### src/hdl/sdpa_pkg.sv
// Function
// - low on sd_card_detect_n means card present, high means empty
// - insertion accepted only after detect stays low about 50 ms
// - removal reported at once, filtered detect drives the socket FSM
// - each flash socket FSM: empty, present unpowered, present powered
// - ms_card_detect_n gets the same debounce, removal and FSM
// - switch encoding chosen by switch_type_select, general control bit 10
// - after reset the first switch encoding is used
// - first-type VPP/VCORE code on D0,D1,D9 / D4,D5,D10 with D8
// - first-type VCC code on D3,D2 / D6,D7, D8 low gives Hi-Z
// - second-type VPP code, 10x gives 12 V, 11x gives Hi-Z
// - second type uses the same VCC encoding as the first
// - a 16 kHz tick times power-down and card interrogation
// - status-change pin pulls up for 16-bit, down for CardBus
// - binary audio reaches speaker_out only with speaker_out_enable set
// - pwm_audio_route steers CardBus PWM audio to pwm_audio_out
// - activity LEDs active high: socket A, socket B, either socket
// - each activity event holds its LED high 64 ms, else low
// - activity counts only with card present, powered, not in reset
// - 16-bit card is active while READY(IREQ) is low
// - CardBus card is active while CFRAME, IRDY or CREQ asserted
// - LEDs forced off in suspend, clock stop request, D1 or D2
// - new activity restarts the 64 ms count, keeping the LED on
package sdpa_pkg;
  // ==========================================================
  // timing
  localparam int CLK_HZ = 10_000_000;
  localparam int OSC_HZ = 16_000;
  localparam int OSC_DIV = CLK_HZ / OSC_HZ;
  localparam int DEB_MS = 50;
  localparam int DEB_TICKS = DEB_MS * OSC_HZ / 1000;
  localparam int LED_MS = 64;
  localparam int LED_CYC = LED_MS * (CLK_HZ / 1000);
  // ==========================================================
  // register map: index, byte address is four times index
  localparam int AW = 10;
  localparam logic [7:0] GEN_CTRL_IDX = 8'h86;
  localparam logic [7:0] CARD_CTRL_IDX = 8'h91;
  localparam logic [7:0] PWR_CTRL_IDX = 8'h80;
  localparam logic [7:0] STATUS_IDX = 8'h81;
  localparam int SW_TYPE_BIT = 10;
  localparam int SPK_EN_BIT = 1;
  localparam int PWM_RT_BIT = 2;
  // power control fields
  localparam int PC_SD_ON = 0;
  localparam int PC_MS_ON = 1;
  localparam int PC_VPPA = 2;
  localparam int PC_VCCA = 5;
  localparam int PC_VPPB = 7;
  localparam int PC_VCCB = 10;
  localparam int PC_SWITCH_SHUTDOWN_N = 12;
  localparam int PC_W = 13;
  localparam logic [PC_W-1:0] PC_RST = 13'h0000;
  // vpp requests
  localparam logic [2:0] VPP_0V = 3'h0;
  localparam logic [2:0] VPP_3V3 = 3'h1;
  localparam logic [2:0] VPP_5V = 3'h2;
  localparam logic [2:0] VPP_12V = 3'h3;
  localparam logic [2:0] VPP_1V8 = 3'h4;
  localparam int SW_BITS = 11;
  localparam logic [1:0] PS_D1 = 2'h1;
  localparam logic [1:0] PS_D2 = 2'h2;
  typedef enum logic [1:0] {
    ST_EMPTY = 2'b00,
    ST_PRES_OFF = 2'b01,
    ST_PRES_ON = 2'b11
  } sdpa_fsm_e;
  typedef enum logic [1:0] {
    SR_IDLE = 2'b00,
    SR_SHIFT = 2'b01,
    SR_LATCH = 2'b11
  } sdpa_ser_e;
  typedef struct packed {
    logic present;
    logic cardbus;
    logic powered;
    logic in_reset;
    logic ready_n;
    logic frame_act;
    logic irdy_act;
    logic creq_act;
    logic spkr;
    logic pwm;
  } sdpa_skt_s;
endpackage

### src/hdl/sdpa_top.sv
`timescale 1ns/1ps
module sdpa_top #(
  parameter int LED_CYCLES = sdpa_pkg::LED_CYC
) (
  input wire logic i_mclk,
  input wire logic i_rst_n,
  input wire logic [sdpa_pkg::AW-1:0] i_addr,
  input wire logic [31:0] i_wdata,
  input wire logic i_wr,
  input wire logic i_rd,
  output logic [31:0] o_rdata,
  input wire logic i_sd_card_detect_n,
  input wire logic i_ms_card_detect_n,
  output logic [1:0] o_flash_present,
  output logic [1:0] o_flash_power,
  input wire sdpa_pkg::sdpa_skt_s i_skt_a,
  input wire sdpa_pkg::sdpa_skt_s i_skt_b,
  input wire logic i_suspend,
  input wire logic i_clkrun_stop,
  input wire logic [1:0] i_pwr_state,
  output logic o_sw_data,
  output logic o_sw_clk,
  output logic o_sw_latch,
  output logic [1:0] o_stschg_pullup,
  output logic o_speaker_out,
  output logic o_pwm_audio_out,
  output logic o_socket_a_activity_led,
  output logic o_socket_b_activity_led,
  output logic o_any_socket_activity_led
);
  import sdpa_pkg::*;

  localparam int DW = $clog2(DEB_TICKS + 1);
  localparam int LW = $clog2(LED_CYCLES + 1);
  localparam int OW = $clog2(OSC_DIV);

  function automatic logic hit(input logic [AW-1:0] a, input logic [7:0] idx);
    hit = (a == {idx, 2'b00});
  endfunction

  // unsupported voltages for a switch type fall back to Hi-Z
  function automatic logic [2:0] vpp_code(input logic [2:0] req, input logic typ);
    logic [2:0] c;
    c = typ ? 3'h6 : 3'h4;
    case (req)
      VPP_0V: c = 3'h0;
      VPP_3V3: c = 3'h2;
      VPP_5V: c = 3'h3;
      VPP_12V: c = typ ? 3'h4 : 3'h6;
      VPP_1V8: c = typ ? 3'h6 : 3'h7;
      default: c = typ ? 3'h6 : 3'h4;
    endcase
    vpp_code = c;
  endfunction

  // ==========================================================
  // registers
  logic sw_type_ff;
  logic [2:1] card_ctrl_ff;
  logic [PC_W-1:0] pwr_ctrl_ff;
  logic [31:0] status;

  always_ff @(posedge i_mclk) begin
    if (!i_rst_n) begin
      sw_type_ff <= 1'b0;
      card_ctrl_ff <= 2'h0;
      pwr_ctrl_ff <= PC_RST;
    end else if (i_wr) begin
      if (hit(i_addr, GEN_CTRL_IDX)) begin
        sw_type_ff <= i_wdata[SW_TYPE_BIT];
      end
      if (hit(i_addr, CARD_CTRL_IDX)) begin
        card_ctrl_ff <= i_wdata[PWM_RT_BIT:SPK_EN_BIT];
      end
      if (hit(i_addr, PWR_CTRL_IDX)) begin
        pwr_ctrl_ff <= i_wdata[PC_W-1:0];
      end
    end
  end

  always_ff @(posedge i_mclk) begin
    if (!i_rst_n) begin
      o_rdata <= 32'h0;
    end else if (i_rd) begin
      if (hit(i_addr, GEN_CTRL_IDX)) begin
        o_rdata <= 32'(sw_type_ff) << SW_TYPE_BIT;
      end else if (hit(i_addr, CARD_CTRL_IDX)) begin
        o_rdata <= {29'h0, card_ctrl_ff, 1'b0};
      end else if (hit(i_addr, PWR_CTRL_IDX)) begin
        o_rdata <= {19'h0, pwr_ctrl_ff};
      end else if (hit(i_addr, STATUS_IDX)) begin
        o_rdata <= status;
      end else begin
        o_rdata <= 32'h0;
      end
    end else begin
      o_rdata <= 32'h0;
    end
  end

  // ==========================================================
  // 16 kHz housekeeping tick
  logic [OW-1:0] osc_cnt_ff;
  logic tick_ff;

  always_ff @(posedge i_mclk) begin
    if (!i_rst_n) begin
      osc_cnt_ff <= '0;
      tick_ff <= 1'b0;
    end else begin
      tick_ff <= (osc_cnt_ff == OW'(OSC_DIV - 1));
      osc_cnt_ff <= (osc_cnt_ff == OW'(OSC_DIV - 1)) ? '0 : osc_cnt_ff + 1'b1;
    end
  end

  // ==========================================================
  // flash socket detection and power
  logic [1:0] det_n;
  logic [1:0] pwr_req;
  logic [1:0] deb_done;
  logic [DW-1:0] deb_cnt_ff [2];
  sdpa_fsm_e st_ff [2];
  sdpa_fsm_e nxt_st [2];

  assign det_n = {i_ms_card_detect_n, i_sd_card_detect_n};
  assign pwr_req = {pwr_ctrl_ff[PC_MS_ON], pwr_ctrl_ff[PC_SD_ON]};

  for (genvar g = 0; g < 2; g++) begin : g_flash
    assign deb_done[g] = (deb_cnt_ff[g] == DW'(DEB_TICKS));

    // any high sample restarts the window, so glitches never insert
    always_ff @(posedge i_mclk) begin
      if (!i_rst_n || det_n[g]) begin
        deb_cnt_ff[g] <= '0;
      end else if (tick_ff && !deb_done[g]) begin
        deb_cnt_ff[g] <= deb_cnt_ff[g] + 1'b1;
      end
    end

    always_comb begin
      nxt_st[g] = st_ff[g];
      case (st_ff[g])
        ST_EMPTY: begin
          // the count still reads done in the cycle a glitch clears it
          if (deb_done[g] && !det_n[g]) begin
            nxt_st[g] = ST_PRES_OFF;
          end
        end
        ST_PRES_OFF: begin
          if (det_n[g]) begin
            nxt_st[g] = ST_EMPTY;
          end else if (tick_ff && pwr_req[g]) begin
            nxt_st[g] = ST_PRES_ON;
          end
        end
        ST_PRES_ON: begin
          if (det_n[g]) begin
            nxt_st[g] = ST_EMPTY;
          end else if (tick_ff && !pwr_req[g]) begin
            nxt_st[g] = ST_PRES_OFF;
          end
        end
        default: nxt_st[g] = ST_EMPTY;
      endcase
    end

    always_ff @(posedge i_mclk) begin
      if (!i_rst_n) begin
        st_ff[g] <= ST_EMPTY;
        o_flash_present[g] <= 1'b0;
        o_flash_power[g] <= 1'b0;
      end else begin
        st_ff[g] <= nxt_st[g];
        o_flash_present[g] <= (nxt_st[g] != ST_EMPTY);
        o_flash_power[g] <= (nxt_st[g] == ST_PRES_ON);
      end
    end
  end

  // ==========================================================
  // power switch word and serial shifter
  logic [SW_BITS-1:0] sw_word;
  logic [SW_BITS-1:0] sent_ff;
  logic [SW_BITS-1:0] shreg_ff;
  logic [3:0] bit_cnt_ff;
  logic phase_ff;
  sdpa_ser_e ser_ff;

  always_comb begin
    logic [2:0] va;
    logic [2:0] vb;
    va = vpp_code(pwr_ctrl_ff[PC_VPPA +: 3], sw_type_ff);
    vb = vpp_code(pwr_ctrl_ff[PC_VPPB +: 3], sw_type_ff);
    sw_word = '0;
    sw_word[0] = va[2];
    sw_word[1] = va[1];
    sw_word[9] = va[0];
    sw_word[4] = vb[2];
    sw_word[5] = vb[1];
    sw_word[10] = vb[0];
    sw_word[3] = pwr_ctrl_ff[PC_VCCA + 1];
    sw_word[2] = pwr_ctrl_ff[PC_VCCA];
    sw_word[6] = pwr_ctrl_ff[PC_VCCB + 1];
    sw_word[7] = pwr_ctrl_ff[PC_VCCB];
    sw_word[8] = pwr_ctrl_ff[PC_SWITCH_SHUTDOWN_N];
  end

  // D0 first, one bit per two ticks; the word is resent whenever it changes
  always_ff @(posedge i_mclk) begin
    if (!i_rst_n) begin
      ser_ff <= SR_IDLE;
      sent_ff <= '0;
      shreg_ff <= '0;
      bit_cnt_ff <= 4'h0;
      phase_ff <= 1'b0;
      o_sw_data <= 1'b0;
      o_sw_clk <= 1'b0;
      o_sw_latch <= 1'b0;
    end else if (tick_ff) begin
      case (ser_ff)
        SR_IDLE: begin
          if (sw_word != sent_ff) begin
            sent_ff <= sw_word;
            shreg_ff <= sw_word;
            bit_cnt_ff <= 4'h0;
            phase_ff <= 1'b0;
            ser_ff <= SR_SHIFT;
          end
        end
        SR_SHIFT: begin
          phase_ff <= !phase_ff;
          if (!phase_ff) begin
            o_sw_data <= shreg_ff[0];
            o_sw_clk <= 1'b0;
          end else begin
            o_sw_clk <= 1'b1;
            shreg_ff <= shreg_ff >> 1;
            bit_cnt_ff <= bit_cnt_ff + 1'b1;
            if (bit_cnt_ff == 4'(SW_BITS - 1)) begin
              ser_ff <= SR_LATCH;
            end
          end
        end
        SR_LATCH: begin
          o_sw_clk <= 1'b0;
          o_sw_latch <= !o_sw_latch;
          if (o_sw_latch) begin
            ser_ff <= SR_IDLE;
          end
        end
        default: ser_ff <= SR_IDLE;
      endcase
    end
  end

  // ==========================================================
  // pull select and audio
  sdpa_skt_s skt [2];
  assign skt[0] = i_skt_a;
  assign skt[1] = i_skt_b;

  always_ff @(posedge i_mclk) begin
    if (!i_rst_n) begin
      o_stschg_pullup <= 2'h3;
      o_speaker_out <= 1'b0;
      o_pwm_audio_out <= 1'b0;
    end else begin
      o_stschg_pullup[0] <= !(skt[0].present && skt[0].cardbus);
      o_stschg_pullup[1] <= !(skt[1].present && skt[1].cardbus);
      o_speaker_out <= card_ctrl_ff[SPK_EN_BIT] && (skt[0].spkr || skt[1].spkr);
      o_pwm_audio_out <= card_ctrl_ff[PWM_RT_BIT] &&
        ((skt[0].cardbus && skt[0].pwm) || (skt[1].cardbus && skt[1].pwm));
    end
  end

  // ==========================================================
  // activity LEDs
  logic [1:0] act;
  logic [1:0] nxt_led;
  logic [1:0] led_ff;
  logic [LW-1:0] led_cnt_ff [2];
  logic force_off;

  // a stopped bus clock must not leave an LED looking stuck on
  assign force_off = i_suspend || i_clkrun_stop || i_pwr_state == PS_D1 || i_pwr_state == PS_D2;

  for (genvar g = 0; g < 2; g++) begin : g_led
    assign act[g] = skt[g].present && skt[g].powered && !skt[g].in_reset &&
      (skt[g].cardbus ? (skt[g].frame_act || skt[g].irdy_act || skt[g].creq_act)
                      : !skt[g].ready_n);
    assign nxt_led[g] = !force_off && (act[g] || led_cnt_ff[g] > LW'(1));

    always_ff @(posedge i_mclk) begin
      if (!i_rst_n || force_off) begin
        led_cnt_ff[g] <= '0;
      end else if (act[g]) begin
        led_cnt_ff[g] <= LW'(LED_CYCLES);
      end else if (led_cnt_ff[g] != '0) begin
        led_cnt_ff[g] <= led_cnt_ff[g] - 1'b1;
      end
    end
  end

  always_ff @(posedge i_mclk) begin
    if (!i_rst_n) begin
      led_ff <= 2'h0;
      o_any_socket_activity_led <= 1'b0;
    end else begin
      led_ff <= nxt_led;
      o_any_socket_activity_led <= |nxt_led;
    end
  end

  assign o_socket_a_activity_led = led_ff[0];
  assign o_socket_b_activity_led = led_ff[1];
  assign status = {24'h0, ser_ff != SR_IDLE, led_ff, deb_done, 1'b0, o_flash_power};
endmodule

### config.mk
export PLATFORM = sky130hd
export DESIGN_NAME = sdpa_top
export DESIGN_NICKNAME = d
export VERILOG_FILES = /design/src/hdl/sdpa_pkg.sv /design/src/hdl/sdpa_top.sv
export SDC_FILE = /design/constraint.sdc
export NUM_CORES = 1
export LEC_CHECK = 0
export ABC_AREA = 1
export BUFFER_PORTS_ARGS = -buffer_cell sky130_fd_sc_hd__buf_2
export CAP_MARGIN = 20
export CORE_ASPECT_RATIO = 0.75
export CORE_MARGIN = 5
export CORE_UTILIZATION = 31
export DETAILED_ROUTE_END_ITERATION = 8
export GPL_TIMING_DRIVEN = 0
export HOLD_SLACK_MARGIN = 0.1
export SETUP_SLACK_MARGIN = 0.05
export SLEW_MARGIN = 0
export SYNTH_ARGS = -nofsm -noshare
export SYNTH_HDL_FRONTEND = slang
export SYNTH_SLANG_ARGS = --single-unit
### constraint.sdc
create_clock -name i_mclk -period 7.1 [get_ports i_mclk]
set_input_delay 0.355 -clock i_mclk [delete_from_list [all_inputs] [get_ports i_mclk]]
set_output_delay 0.355 -clock i_mclk [all_outputs]
set_load 0.05 [all_outputs]
==> metrics.md <==
| Metric | Value |
|---|---|
| Crit path capture type | `register` |
| Post-route DRC violation count | `0` |
| Top cell type's share of synthesized area | `0.239` |
| H-Tree Depth | `4` |
| Synth area leaders | `edfxtp_1 (24%), dfxtp_1 (23%), nand2_1 (9.4%), nor2_1 (7.5%), inv_1 (5.9%)` |
| # diodes | `0` |
| DR vias/cell | `4.57` |
| Kind of cell adding the most delay to the critical path | `simple AND/OR/NAND/NOR gates` |
| Share of cells above drive strength 1 | `0.159` |
| Final HPWL DP | `14,400 um` |
| CP required | `7060 ps` |
| Comb power frac | `0.360` |
| Die W | `190 um` |
| Post-synth EDFFs | `60` |
| Via Count | `6,505` |
| Final setup violating endpoints | `0` |
| CP Cell Sequence | `inv_1 > ha_1 > inv_1 > nor2_1 > nand4_1 > nor3_1 > nand2_1` |
| Post-CTS setup buffers | `0` |
| Crit path time final | `2460 ps` |
| CTS resizes | `0` |
| Internal power | `1.87 mW` |
| Achievable frequency | `406 MHz` |
| Total CTS buffers | `17` |
| Tightest Pin Transition | `860 ps` |
| WP buf/inv | `2` |
| Gr ovfl total | `0` |
| Max-slew violations | `0` |
| Worst Clk Skew | `7.73 ps` |
| Mean Syn Cell Area | `7.83 um^2` |
| Crit Path Category | `reg2reg` |
| Max-cap viol count | `0` |
| Synth unique cells | `48` |
| PortBufs | `78` |
| WL/cell | `13.2 um` |
| 1st-iter DRT viols | `472` |
| Power Density | `334 nW/um^2` |
| Core area | `24,000 um^2` |
| Clk network pwr share | `0.288` |
| Initial Util | `0.315` |
| Pre-antenna DRT Iters | `6` |
| GPL Wtd Cong | `0.860` |
| Worst Path Arrival | `2420 ps` |
| CP max stage cell | `nand2_1` |
| Fin crit share | `0.347` |
| VDD IR max | `0.000223 V` |
| Cell mode on critical path | `inv_1` |
| Clk Latency, worst-skew pair | `420 ps` |
| Cell total after placement | `1,392` |
| Ys async rst share | `0` |
| TritonCTS clock tree | `yes` |
| Total Wirelength | `18,700 um` |
| Die height | `145 um` |
| Area Growth Syn to Fin | `19.4%` |
| Seq pwr share | `0.352` |
| Die Area | `27,600 um^2` |
| CTS clock-pin slew for the worst setup and hold paths | `60 ps` |
| Initial antenna violation count | `0` |
| Type of origin of the critical path | `register` |
| Setup TNS | `0 ps` |
| Status | `completed` |
| Synthesis Warnings | `0` |
| Worst-path fanout max | `20` |
| #FFs+latches synth | `147` |
| LEAKAGE | `4.08 nW` |
| Hold slack | `144 ps` |
| Most frequent cells in the layout | `nand2_1 (188), nor2_1 (151), inv_1 (118)` |
| RSZ-0062 raised after global routing | `no` |
| Max Buffers Root-to-Sink | `2` |
| Final Util | `0.376` |
| Cts hold-fix bufs | `0` |
| Root Buffer | `clkbuf_16` |
| Headroom to the max-slew limit | `0.425` |
| FP Rows | `49` |
| Pin count of the biggest net entering global routing | `21` |
| Endpoints failing hold | `0` |
| Tot GR Track Use | `0.136` |
| Most common cell after layout, fill and taps aside | `nand2_1` |
| IO Pins | `118` |
| Cell Area, Synth | `7540 um^2` |
| Final std cells w/o fill | `1,424` |
| Routed Antenna Nets | `0` |
| Ys flop type | `dfxtp_1` |
| Sw Share | `0.379` |
| Number of global-route vias before repair | `6,002` |
| Synth Instances | `963` |
| Sequential element share of the synthesized area | `0.470` |
| Nets | `1,164` |
| Yosys top cell by area | `edfxtp_1` |
| Psw | `1.14 mW` |
| Global-route wire length before repair | `30,200 um` |
| Hold Crit Class | `in2reg` |
| Critical Path Max Stage Delay | `530 ps` |
| Sink Count | `147` |
Yosys cell counts (8+ instances only):
cell and count:
a21oi_1 56, buf_4 19, clkbuf_1 8, dfxtp_1 87
edfxtp_1 60, ha_1 12, inv_1 118, inv_2 9
nand2_1 188, nand3_1 51, nand4_1 26, nor2_1 151
nor3_1 15, nor3b_1 10, o21ai_0 46, or2_2 8
xor2_1 16
worst reg2reg max path, cell delays in order, from the launching register on:
cell      delay, ps
edfxtp_1        420
inv_1           120
ha_1            250
inv_1           100
nor2_1          240
nand4_1         170
nor3_1          170
nand2_1         530
cells by family after synthesis:
| kind of cell | count (synthesis) | synth area share |
|---|---|---|
| flip-flops | 147 | 0.470 |
| AND/OR/NAND/NOR | 475 | 0.282 |
| XOR/XNOR | 22 | 0.0256 |
| adder cells (fa/ha/maj) | 12 | 0.0199 |
| buffers and inverters | 165 | 0.0954 |
| AO/OA/AOI/OAI | 141 | 0.107 |
| other | 1 | 0.000497 |
state kept, by name (all words and copies together) (netlist names), 4 cells and up:
| name | flops |
|---|---|
| bit_cnt_ff | 4 |
| shreg_ff | 11 |
| led_cnt_ff | 40 |
| osc_cnt_ff | 10 |
| o_rdata | 13 |
| pwr_ctrl_ff | 13 |
| sent_ff | 11 |
| st_ff | 4 |
| deb_cnt_ff | 20 |
power by group through the flow:
stage / registers (mW) / clock network [mW] / logic (mW)
after floorplan: 1.07 / 0 / 0.837
after global placement: 1.07 / 0 / 1.05
after detailed placement: 1.07 / 0 / 1.07
after CTS: 1.06 / 0.887 / 1.08
after global routing: 1.07 / 0.923 / 1.24
final: 1.06 / 0.866 / 1.08
final cells by class:
cell class	count	area [um^2]
clock buffer	21	472
fill	2474	15000
tap	331	414
multi-input combinational	669	3350
timing repair buffer	80	413
sequential	147	3540
clock inverter	11	100
inverter	128	480
buffer	37	239
metal layers:
metal	track usage	vias up	routed length, um
li1	-	3375	-
met1	0.205	2947	9700
met2	0.191	159	7710
met3	0.0329	24	1040
met4	0.0419	0	295
met5	0	-	0
through the flow:
stage	setup slack [ps]	area [um^2]	power [mW]
3_3_place_gp	4120	8410	2.13
5_1_grt	4320	9010	3.23
4_1_cts	4630	9010	3.02
6_report	4640	9010	3.00
3_5_place_dp	4650	8440	2.14
2_1_floorplan	4730	7610	1.91
path summary, 6_finish.rpt:
kind	cells past startpoint	end	slack [ps]	start
worst min register to register	2	shreg_ff[10]$_SDFFE_PN0P_	470	shreg_ff[10]$_SDFFE_PN0P_
worst max register to register	7	led_cnt_ff[1][5]$_SDFFCE_PN0P_	4640	led_cnt_ff[1][0]$_SDFFCE_PN0P_
worst max-delay path	7	led_cnt_ff[1][5]$_SDFFCE_PN0P_	4640	led_cnt_ff[1][0]$_SDFFCE_PN0P_
worst min-delay path	2	o_stschg_pullup[1]$_SDFF_PN1_	140	i_skt_b[9]
Note: power is estimated with default switching activity, not from simulation.
